File: config.mk
export PLATFORM = sky130hd
export DESIGN_NAME = coag_top
export DESIGN_NICKNAME = d
export VERILOG_FILES = /design/src/design/coag_pkg.sv /design/src/design/coag_mode_dec.sv /design/src/design/coag_ea_add.sv /design/src/design/coag_top.sv
export SDC_FILE = /design/constraint.sdc
export NUM_CORES = 1
export LEC_CHECK = 0
export ABC_AREA = 1
export BUFFER_PORTS_ARGS = -buffer_cell sky130_fd_sc_hd__buf_2
export CAP_MARGIN = 20
export CORE_MARGIN = 2
export CORE_UTILIZATION = 55
export CTS_BUF_LIST = sky130_fd_sc_hd__clkbuf_8
export CTS_CLUSTER_DIAMETER = 80
export DETAILED_ROUTE_END_ITERATION = 12
export PLACE_DENSITY = 0.79
export SYNTH_ARGS = -nofsm -noshare
export SYNTH_HDL_FRONTEND = slang
export SYNTH_SLANG_ARGS = --single-unit
File: constraint.sdc
create_clock -name sys_clk -period 5.8 [get_ports sys_clk]
set_input_delay 1.16 -clock sys_clk [delete_from_list [all_inputs] [get_ports sys_clk]]
set_output_delay 1.16 -clock sys_clk [all_outputs]
set_load 0.05 [all_outputs]
File: src/design/coag_pkg.sv
// Package of constants and types for the operand address generator
package coag_pkg;

  // Address space and page zero
  localparam logic [15:0] PAGE0_LO = 16'h0000;
  localparam logic [15:0] PAGE0_HI = 16'h00FF;
  localparam logic [15:0] IDX_SHORT_HI = 16'h01FE;
  localparam logic [15:0] RST_ADDR = 16'h0000;
  localparam logic [7:0] RST_BYTE = 8'h00;

  // Mode field codes
  typedef enum logic [3:0] {
    COAG_INH = 4'h0,
    COAG_IMM = 4'h1,
    COAG_DIR_S = 4'h2,
    COAG_DIR_L = 4'h3,
    COAG_IDX_0 = 4'h4,
    COAG_IDX_S = 4'h5,
    COAG_IDX_L = 4'h6,
    COAG_IND_S = 4'h7,
    COAG_IND_L = 4'h8,
    COAG_IIX_S = 4'h9,
    COAG_IIX_L = 4'hA,
    COAG_REL_D = 4'hB,
    COAG_REL_I = 4'hC,
    COAG_BIT_D = 4'hD,
    COAG_BIT_I = 4'hE,
    COAG_BAD = 4'hF
  } coag_mode_t;

  // Sequencer states
  typedef enum logic [3:0] {
    COAG_IDLE = 4'h0,
    COAG_EXT1 = 4'h1,
    COAG_EXT2 = 4'h2,
    COAG_PTR1 = 4'h3,
    COAG_PTR2 = 4'h4,
    COAG_CALC = 4'h5,
    COAG_DONE = 4'h6
  } coag_state_t;

endpackage : coag_pkg

File: src/design/coag_mode_dec.sv
// Opcode class decoder: addressing mode and operand length
`timescale 1ns/1ps
module coag_mode_dec (
  input wire logic [3:0] mode_sel,
  input wire logic rmw_op,
  output coag_pkg::coag_mode_t mode,
  output logic [1:0] ext_len,
  output logic [1:0] ptr_len,
  output logic illegal
);
  always_comb begin
    mode = coag_pkg::coag_mode_t'(mode_sel);
    illegal = 1'b0;
    // Read-modify-write ops take short forms only
    if (rmw_op && (mode == coag_pkg::COAG_DIR_L || mode == coag_pkg::COAG_IDX_L ||
        mode == coag_pkg::COAG_IND_L || mode == coag_pkg::COAG_IIX_L ||
        mode == coag_pkg::COAG_IMM)) begin
      illegal = 1'b1;
    end
    if (mode == coag_pkg::COAG_BAD) begin
      illegal = 1'b1;
    end
    unique case (mode)
      coag_pkg::COAG_INH, coag_pkg::COAG_IDX_0, coag_pkg::COAG_BAD: ext_len = 2'd0;
      coag_pkg::COAG_DIR_L, coag_pkg::COAG_IDX_L: ext_len = 2'd2;
      default: ext_len = 2'd1;
    endcase
    unique case (mode)
      coag_pkg::COAG_IND_S, coag_pkg::COAG_IIX_S, coag_pkg::COAG_REL_I, coag_pkg::COAG_BIT_I: ptr_len = 2'd1;
      coag_pkg::COAG_IND_L, coag_pkg::COAG_IIX_L: ptr_len = 2'd2;
      default: ptr_len = 2'd0;
    endcase
  end
endmodule : coag_mode_dec

File: src/design/coag_ea_add.sv
// Effective address adder for each addressing mode
`timescale 1ns/1ps
module coag_ea_add (
  input coag_pkg::coag_mode_t mode,
  input wire logic [7:0] index,
  input wire logic [15:0] ext,
  input wire logic [15:0] ptr,
  input wire logic [15:0] pc,
  output logic [15:0] ea
);
  logic [15:0] rel_base;
  always_comb begin
    rel_base = (mode == coag_pkg::COAG_REL_I) ? ptr : ext;
    unique case (mode)
      coag_pkg::COAG_DIR_S, coag_pkg::COAG_BIT_D: ea = {8'h00, ext[7:0]};
      coag_pkg::COAG_DIR_L: ea = ext;
      coag_pkg::COAG_IDX_0: ea = {8'h00, index};
      coag_pkg::COAG_IDX_S: ea = {8'h00, index} + {8'h00, ext[7:0]};
      coag_pkg::COAG_IDX_L: ea = {8'h00, index} + ext;
      coag_pkg::COAG_IND_S, coag_pkg::COAG_BIT_I: ea = {8'h00, ptr[7:0]};
      coag_pkg::COAG_IND_L: ea = ptr;
      coag_pkg::COAG_IIX_S: ea = {8'h00, index} + {8'h00, ptr[7:0]};
      coag_pkg::COAG_IIX_L: ea = {8'h00, index} + ptr;
      coag_pkg::COAG_REL_D, coag_pkg::COAG_REL_I: ea = pc + {{8{rel_base[7]}}, rel_base[7:0]};
      default: ea = coag_pkg::RST_ADDR;
    endcase
  end
endmodule : coag_ea_add

File: src/design/coag_top.sv
// Operand address generator: fetches operand bytes, pointers, forms addresses
// Operation
// - Short forms reach page zero, or up to 1FE when indexed, with fewer bytes and cycles.
// - Long forms reach the full 64 Kbyte space, with more bytes.
// - Read-modify-write instructions accept short addressing forms only.
// - Inherent instructions are one byte; no operand byte fetched.
// - Opcode alone selects operation and operands for inherent instructions.
// - Immediate instructions have one operand byte used as value.
// - Short direct fetches one address byte, reaching 00 to FF.
// - Long direct fetches a two-byte address word.
// - Indexed address is unsigned sum of chosen index and offset.
// - No-offset indexed fetches nothing; address is index alone.
// - Short indexed adds one offset byte, carry kept, up to 1FE.
// - Long indexed adds a two-byte offset word to index.
// - Indirect uses following byte as page-zero pointer address.
// - Short indirect pointer is one byte, address within 00 to FF.
// - Long indirect reads a two-byte pointer word starting in page zero; second byte at next address, no page wrap.
// - Indirect indexed adds index to pointer read from memory.
// - Short indirect indexed spans 00 to 1FE.
`timescale 1ns/1ps
module coag_top (
  input wire logic sys_clk,
  input wire logic sys_rst,
  input wire logic start,
  input wire logic [3:0] mode_sel,
  input wire logic rmw_op,
  input wire logic use_y,
  input wire logic [2:0] bit_sel,
  input wire logic [7:0] x_reg,
  input wire logic [7:0] y_reg,
  input wire logic [15:0] pc_in,
  output logic mem_req,
  output logic [15:0] mem_addr,
  input wire logic mem_ack,
  input wire logic [7:0] mem_rdata,
  output logic busy,
  output logic done,
  output logic fault,
  output logic [15:0] op_addr,
  output logic op_addr_valid,
  output logic [7:0] imm_value,
  output logic imm_valid,
  output logic [2:0] bit_num,
  output logic [1:0] fetch_count
);

  ////////////////////////////////////////////////////////////////////////////
  // Decode and address arithmetic

  coag_pkg::coag_mode_t dec_mode;
  logic [1:0] dec_ext;
  logic [1:0] dec_ptr;
  logic dec_bad;
  coag_pkg::coag_mode_t mode;
  coag_pkg::coag_state_t state;
  logic [1:0] ext_len;
  logic [1:0] ptr_len;
  logic [7:0] index;
  logic [15:0] ext;
  logic [15:0] ptr;
  logic [15:0] pc;
  logic [15:0] ea;
  logic [15:0] fetch_pc;
  logic [2:0] bit_hold;

  coag_mode_dec u_dec (
    .mode_sel(mode_sel),
    .rmw_op(rmw_op),
    .mode(dec_mode),
    .ext_len(dec_ext),
    .ptr_len(dec_ptr),
    .illegal(dec_bad)
  );

  coag_ea_add u_add (
    .mode(mode),
    .index(index),
    .ext(ext),
    .ptr(ptr),
    .pc(pc),
    .ea(ea)
  );

  ////////////////////////////////////////////////////////////////////////////
  // Sequencer

  always_ff @(posedge sys_clk) begin
    if (sys_rst) begin
      state <= coag_pkg::COAG_IDLE;
    end else begin
      unique case (state)
        coag_pkg::COAG_IDLE: begin
          if (start) begin
            if (dec_bad) begin
              state <= coag_pkg::COAG_DONE;
            end else if (dec_ext == 2'd0) begin
              state <= coag_pkg::COAG_CALC;
            end else begin
              state <= coag_pkg::COAG_EXT1;
            end
          end
        end
        coag_pkg::COAG_EXT1: begin
          if (mem_ack) begin
            if (ext_len == 2'd2) begin
              state <= coag_pkg::COAG_EXT2;
            end else if (ptr_len != 2'd0) begin
              state <= coag_pkg::COAG_PTR1;
            end else begin
              state <= coag_pkg::COAG_CALC;
            end
          end
        end
        coag_pkg::COAG_EXT2: begin
          if (mem_ack) begin
            state <= coag_pkg::COAG_CALC;
          end
        end
        coag_pkg::COAG_PTR1: begin
          if (mem_ack) begin
            state <= (ptr_len == 2'd2) ? coag_pkg::COAG_PTR2 : coag_pkg::COAG_CALC;
          end
        end
        coag_pkg::COAG_PTR2: begin
          if (mem_ack) begin
            state <= coag_pkg::COAG_CALC;
          end
        end
        coag_pkg::COAG_CALC: state <= coag_pkg::COAG_DONE;
        coag_pkg::COAG_DONE: state <= coag_pkg::COAG_IDLE;
        default: state <= coag_pkg::COAG_IDLE;
      endcase
    end
  end

  ////////////////////////////////////////////////////////////////////////////
  // Instruction context capture

  always_ff @(posedge sys_clk) begin
    if (sys_rst) begin
      mode <= coag_pkg::COAG_INH;
      ext_len <= 2'd0;
      ptr_len <= 2'd0;
      index <= coag_pkg::RST_BYTE;
      pc <= coag_pkg::RST_ADDR;
      bit_hold <= 3'd0;
    end else if (state == coag_pkg::COAG_IDLE && start) begin
      mode <= dec_mode;
      ext_len <= dec_ext;
      ptr_len <= dec_ptr;
      index <= use_y ? y_reg : x_reg;
      pc <= pc_in;
      bit_hold <= bit_sel;
    end
  end

  ////////////////////////////////////////////////////////////////////////////
  // Operand and pointer bytes, high byte first

  always_ff @(posedge sys_clk) begin
    if (sys_rst) begin
      ext <= coag_pkg::RST_ADDR;
      ptr <= coag_pkg::RST_ADDR;
      fetch_pc <= coag_pkg::RST_ADDR;
    end else begin
      if (state == coag_pkg::COAG_IDLE && start) begin
        ext <= coag_pkg::RST_ADDR;
        ptr <= coag_pkg::RST_ADDR;
        fetch_pc <= pc_in + 16'h0001;
      end
      if (mem_ack && (state == coag_pkg::COAG_EXT1 || state == coag_pkg::COAG_EXT2)) begin
        ext <= {ext[7:0], mem_rdata};
        fetch_pc <= fetch_pc + 16'h0001;
      end
      if (mem_ack && (state == coag_pkg::COAG_PTR1 || state == coag_pkg::COAG_PTR2)) begin
        ptr <= {ptr[7:0], mem_rdata};
      end
    end
  end

  ////////////////////////////////////////////////////////////////////////////
  // Memory port, shared by operand bytes and pointers

  always_ff @(posedge sys_clk) begin
    if (sys_rst) begin
      mem_req <= 1'b0;
      mem_addr <= coag_pkg::RST_ADDR;
    end else if (mem_req && !mem_ack) begin
      mem_req <= 1'b1;
    end else begin
      mem_req <= 1'b0;
      if (state == coag_pkg::COAG_IDLE && start && !dec_bad && dec_ext != 2'd0) begin
        mem_req <= 1'b1;
        mem_addr <= pc_in + 16'h0001;
      end else if (state == coag_pkg::COAG_EXT1 && mem_ack && ext_len == 2'd2) begin
        mem_req <= 1'b1;
        mem_addr <= fetch_pc + 16'h0001;
      end else if (state == coag_pkg::COAG_EXT1 && mem_ack && ptr_len != 2'd0) begin
        mem_req <= 1'b1;
        mem_addr <= {8'h00, mem_rdata};
      end else if (state == coag_pkg::COAG_PTR1 && mem_ack && ptr_len == 2'd2) begin
        mem_req <= 1'b1;
        mem_addr <= mem_addr + 16'h0001;
      end
    end
  end

  ////////////////////////////////////////////////////////////////////////////
  // Results

  always_ff @(posedge sys_clk) begin
    if (sys_rst) begin
      busy <= 1'b0;
      done <= 1'b0;
      fault <= 1'b0;
      op_addr <= coag_pkg::RST_ADDR;
      op_addr_valid <= 1'b0;
      imm_value <= coag_pkg::RST_BYTE;
      imm_valid <= 1'b0;
      bit_num <= 3'd0;
      fetch_count <= 2'd0;
    end else begin
      busy <= (state == coag_pkg::COAG_IDLE) ? (start == 1'b1) : (state != coag_pkg::COAG_DONE);
      done <= 1'b0;
      if (state == coag_pkg::COAG_IDLE && start) begin
        fault <= dec_bad;
        fetch_count <= dec_bad ? 2'd0 : dec_ext;
        op_addr_valid <= 1'b0;
        imm_valid <= 1'b0;
        if (dec_bad) begin
          done <= 1'b1;
        end
      end
      if (state == coag_pkg::COAG_CALC) begin
        done <= 1'b1;
        op_addr <= ea;
        op_addr_valid <= (mode != coag_pkg::COAG_INH && mode != coag_pkg::COAG_IMM);
        imm_valid <= (mode == coag_pkg::COAG_IMM);
        imm_value <= ext[7:0];
        bit_num <= bit_hold;
      end
    end
  end

  ////////////////////////////////////////////////////////////////////////////
  // Checks

  a_inh_nofetch: assert property (@(posedge sys_clk) disable iff (sys_rst)
    (state == coag_pkg::COAG_IDLE && start && !dec_bad && dec_ext == 2'd0)
    |=> !mem_req [*2])
    else $error("Fetch issued for a no-operand form");

  a_short_page0: assert property (@(posedge sys_clk) disable iff (sys_rst)
    (state == coag_pkg::COAG_CALC && (mode == coag_pkg::COAG_DIR_S || mode == coag_pkg::COAG_IND_S))
    |=> op_addr[15:8] == 8'h00)
    else $error("Short form left page zero");

  a_rmw_short: assert property (@(posedge sys_clk) disable iff (sys_rst)
    (state == coag_pkg::COAG_IDLE && start && rmw_op && mode_sel == 4'h3)
    |=> fault && done)
    else $error("Long form accepted for read-modify-write");

  a_idx_carry: assert property (@(posedge sys_clk) disable iff (sys_rst)
    (state == coag_pkg::COAG_CALC && mode == coag_pkg::COAG_IDX_S)
    |=> op_addr == {8'h00, index} + {8'h00, ext[7:0]} && op_addr <= coag_pkg::IDX_SHORT_HI)
    else $error("Short indexed sum wrong");

  a_ptr_page0: assert property (@(posedge sys_clk) disable iff (sys_rst)
    (state == coag_pkg::COAG_PTR1 && mem_req)
    |-> mem_addr[15:8] == 8'h00)
    else $error("Pointer read outside page zero");

  a_long_two: assert property (@(posedge sys_clk) disable iff (sys_rst)
    (state == coag_pkg::COAG_EXT2 && mem_ack)
    |=> state == coag_pkg::COAG_CALC ##1 done)
    else $error("Long fetch did not finish");

  a_rel_sign: assert property (@(posedge sys_clk) disable iff (sys_rst)
    (state == coag_pkg::COAG_CALC && mode == coag_pkg::COAG_REL_D)
    |=> op_addr == $past(pc) + {{8{$past(ext[7])}}, $past(ext[7:0])})
    else $error("Relative target wrong");

  a_addr_before: assert property (@(posedge sys_clk) disable iff (sys_rst)
    $rose(op_addr_valid)
    |-> done && $past(state) == coag_pkg::COAG_CALC)
    else $error("Address valid before calculation");

  a_req_hold: assert property (@(posedge sys_clk) disable iff (sys_rst)
    (mem_req && !mem_ack)
    |=> mem_req && $stable(mem_addr))
    else $error("Memory request dropped before acknowledge");

  a_done_pulse: assert property (@(posedge sys_clk) disable iff (sys_rst)
    done
    |=> !done)
    else $error("Done held longer than one cycle");

  a_imm_flags: assert property (@(posedge sys_clk) disable iff (sys_rst)
    (state == coag_pkg::COAG_CALC && mode == coag_pkg::COAG_IMM)
    |=> imm_valid && !op_addr_valid && imm_value == $past(ext[7:0]))
    else $error("Immediate value not presented");

  a_inh_flags: assert property (@(posedge sys_clk) disable iff (sys_rst)
    (state == coag_pkg::COAG_CALC && mode == coag_pkg::COAG_INH)
    |=> !imm_valid && !op_addr_valid)
    else $error("Inherent form flagged an operand");

  a_long_reach: assert property (@(posedge sys_clk) disable iff (sys_rst)
    (state == coag_pkg::COAG_CALC && mode == coag_pkg::COAG_DIR_L)
    |=> op_addr == $past(ext))
    else $error("Long direct address truncated");

  a_idx0_page0: assert property (@(posedge sys_clk) disable iff (sys_rst)
    (state == coag_pkg::COAG_CALC && mode == coag_pkg::COAG_IDX_0)
    |=> op_addr == {8'h00, $past(index)})
    else $error("No-offset indexed address wrong");

  a_iix_range: assert property (@(posedge sys_clk) disable iff (sys_rst)
    (state == coag_pkg::COAG_CALC && mode == coag_pkg::COAG_IIX_S)
    |=> op_addr <= coag_pkg::IDX_SHORT_HI)
    else $error("Short indirect indexed out of range");

  a_bit_page0: assert property (@(posedge sys_clk) disable iff (sys_rst)
    (state == coag_pkg::COAG_CALC && (mode == coag_pkg::COAG_BIT_D || mode == coag_pkg::COAG_BIT_I))
    |=> op_addr[15:8] == 8'h00 && bit_num == $past(bit_hold))
    else $error("Bit form operand or bit number wrong");

  a_fault_nofetch: assert property (@(posedge sys_clk) disable iff (sys_rst)
    (state == coag_pkg::COAG_IDLE && start && dec_bad)
    |=> !mem_req && fault)
    else $error("Refused form started a fetch");

  a_req_fetching: assert property (@(posedge sys_clk) disable iff (sys_rst)
    mem_req
    |-> (state == coag_pkg::COAG_EXT1 || state == coag_pkg::COAG_EXT2 || state == coag_pkg::COAG_PTR1 || state == coag_pkg::COAG_PTR2))
    else $error("Memory request outside a fetch state");

  a_short_count: assert property (@(posedge sys_clk) disable iff (sys_rst)
    (state == coag_pkg::COAG_IDLE && start && !dec_bad && (mode_sel == 4'h2 || mode_sel == 4'h5))
    |=> fetch_count == 2'd1)
    else $error("Short form byte count wrong");

  a_long_count: assert property (@(posedge sys_clk) disable iff (sys_rst)
    (state == coag_pkg::COAG_IDLE && start && !dec_bad && (mode_sel == 4'h3 || mode_sel == 4'h6))
    |=> fetch_count == 2'd2)
    else $error("Long form byte count wrong");

  a_ind_word: assert property (@(posedge sys_clk) disable iff (sys_rst)
    (state == coag_pkg::COAG_PTR1 && mem_ack && ptr_len == 2'd2)
    |=> state == coag_pkg::COAG_PTR2 && mem_req && mem_addr == $past(mem_addr) + 16'h0001)
    else $error("Second pointer byte not requested");

endmodule : coag_top

==> results.txt <==
min cycle time layout = 3220 ps
number of CTS-inserted buffers = 17
synth warn = 0
worst vdd ir = 0.408 mV
Worst Path Class, Setup = flip-flop to flip-flop
worst endpoint required time = 6130 ps
buffer depth of the longest clock path = 2
crit path launch = mode[0]
syn nets = 1626
switching share of power = 48.3%
share of total power in sequential cells = 34.1%
CTS tree = done
hold path depth = 2
IO buf count = 103
Initial Utilization = 55.8%
clock network fraction of total power = 21.2%
GPL Wtd Cong = 0.995
Post-Syn Area = 9580 µm²
Routed Antenna Nets = 0
Die Y = 136 µm
clock skew = 10.5 ps
detailed-route wire length = 28.2 mm
placed cell count = 1814
Worst Max-Slew Pin Slew = 914 ps
period utilisation layout = 55.5%
initial antenna violation count = 0
Int Power = 1.98 mW
total track usage = 30.8%
min-delay worst type = flip-flop to flip-flop
Fin Setup TNS = 0 ps
run status = complete, no violations
Comb power frac = 44.7%
CTS resizes = 0
Psw = 1.85 mW
post-synthesis cell count = 1532
post-CTS setup buffers = 0
Power Dens Cells = 363 nW/µm²
synth top area cells = dfxtp_1, nand2_1, inv_1
grt total ovfl = 0
die width = 136 µm
die area = 18500 µm²
ys flop type = dfxtp_1
Critical Path AT = 3550 ps
final core occ = 61.5%
fmax = 311 MHz
clock root cell = clkbuf_8
clk_lat worst skew = 480 ps
max-slew violations = 0
first-pass GRT wire length = 45.1 mm
post-layout instance area = 10600 µm²
WL/cell = 15.3 µm
crit start category = flip-flop
Final nets = 1702
drt pass-1 iters = 7
EDFF count, synth = 0
Vias/cell = 5.50
CTS Sinks = 137
Core Rows = 48
max-cap check violation count = 0
dpl cell area = 10200 µm²
syn avg cell area = 6.26 µm²
top-area cell type share of the netlist area = 28.6%
largest net degree at the start of global routing = 80
Core Region = 17200 µm²
RSZ-0062 raised after global routing = false
via count = 10200
setup violators final = 0
worst r2r src = mode[0]
Yosys cell types = 51
asr flop ratio synth = 0%
Worst setup EP type = flip-flop
share of cells above drive strength 1 = 13.4%
hold_buf cts = 0
Finished Layout Cells = 1846
largest area contributor in the netlist = dfxtp_1
leakage power = 4.91 nW
hpwl dp = 21.3 mm
sequential share of the synthesized area = 28.6%
clk slew on worst S/H paths = 90 ps
Initial DRC Count = 909
number of synthesized register bits = 137
fillcell total = 1666
P&R area growth vs syn = 10.3%
DRC viols = 0
diode count = 0
Slew Limit Headroom = 39.1%
crit-path max FO = 17
H-tree level count = 4
vias in the first global route = 9159
total power = 3.84 mW
R2R cell count = 17
final hold vios = 0
Boundary Pins = 104
hold_sp = bit_hold[0]
-- cells by family after synthesis --
kind of cell | Yosys count | synth area share [%]
AOI/OAI and AO/OA | 322 | 18.9
xor gates and xnor gates | 29 | 2.65
adders and majority gates | 41 | 5.59
buffers and inverters | 258 | 10.8
DFF | 137 | 28.6
and+or+nand+nor | 745 | 33.4
-- registers in the layout (all words and copies together) (netlist names) --
register and count:
mem_req 1, imm_valid 1, ext 16, busy 1, op_addr 16, done 1
ext_len 2, state 3, mem_addr 16, index 8, fault 1, op_addr_valid 1
bit_hold 3, fetch_pc 16, mode 4, pc 16, ptr_len 2, ptr 16
fetch_count 2, bit_num 3, imm_value 8
-- synth_stat cells (all sizes together), types with 2 or more instances --
cell type  instances
ha                38
inv              205
o211ai             9
fa                 3
nand3b             5
o21ai            118
clkbuf            31
o221ai             4
dfxtp            137
a21oi            144
or2               13
a211oi             2
nand4             29
a31oi              3
o21a               3
nor2             130
xor2              21
o21bai             5
buf               20
a21boi             2
nand2            457
o22ai             25
o2111ai            2
nand3             97
nor3              13
a221oi             2
xnor2              8
-- final cells by class --
type                    count  area [µm²]  area share, %
multi-input cells        1137        5810           55.0
flip-flops and latches    137        2740           25.9
inverters                 206         776           7.34
repair buffers            109         561           5.30
well taps                 225         282           2.66
clock buffers              17         234           2.21
clock inverters            15         163           1.54
-- layer usage --
layer / routed length (µm) / up-vias / part of all wire [%] / global-route usage, %
met1: 12500 / 4576 / 44 / 40.5
met5: 0 / - / 0 / 0
met4: 1010 / 0 / 3.6 / 12.8
met3: 1850 / 62 / 6.5 / 4.36
met2: 12800 / 380 / 46 / 50.5
li1: - / 5137 / - / -
-- final timing paths --
kind / to / slack, ps
worst min register to register: bit_hold[0] / 460
worst max register to register: op_addr[13] / 2580
worst min-delay path: bit_hold[0] / 460
worst max-delay path: op_addr[13] / 2580
-- critical path, stage by stage, from the launching register on --
cell and delay, ps:
dfxtp_1 370, nor2_1 260, nand2_1 350, nand2_1 180, nand2_1 270, ha_1 530
nand2_1 130, nor2_1 150, and3_1 170, nand2_1 70, nand2_1 70, nand2_1 50
nand3_1 160, nand2_1 70, inv_1 60, nand2_1 50, nand2_1 50, a21oi_1 60
-- power by group through the flow --
stage	clock, mW	combinational [mW]	sequential, mW
floorplan	0	1.18	1.43
global placement	0	1.67	1.32
detailed placement	0	1.68	1.32
CTS	0.815	1.70	1.30
global route	0.849	1.91	1.33
finish	0.814	1.71	1.31
-- cell usage in the layout (no fill, tap or decap), types with 6 or more instances in the layout --
| cell type | n |
|---|---|
| nor2_1 | 116 |
| buf_4 | 6 |
| xor2_1 | 21 |
| inv_2 | 10 |
| nand2_2 | 15 |
| nand3_1 | 95 |
| clkbuf_8 | 17 |
| ha_1 | 38 |
| a21oi_2 | 10 |
| nand2_1 | 438 |
| nand4_1 | 29 |
| dfxtp_1 | 137 |
| buf_2 | 103 |
| or2_2 | 13 |
| o21ai_0 | 109 |
| nor2_2 | 10 |
| nor3_1 | 11 |
| o211ai_1 | 9 |
| xnor2_1 | 8 |
| inv_1 | 194 |
| o22ai_1 | 24 |
| a21oi_1 | 133 |
-- stage by stage --
stage                     worst slack (ps)  hold WS [ps]
final                                 2580           462
after global routing                  2230           479
after CTS                             2640           463
after detailed placement              2540           452
after global placement                2590           447
after floorplan                       3020           430
No activity file was read; power rests on OpenSTA's default activity.
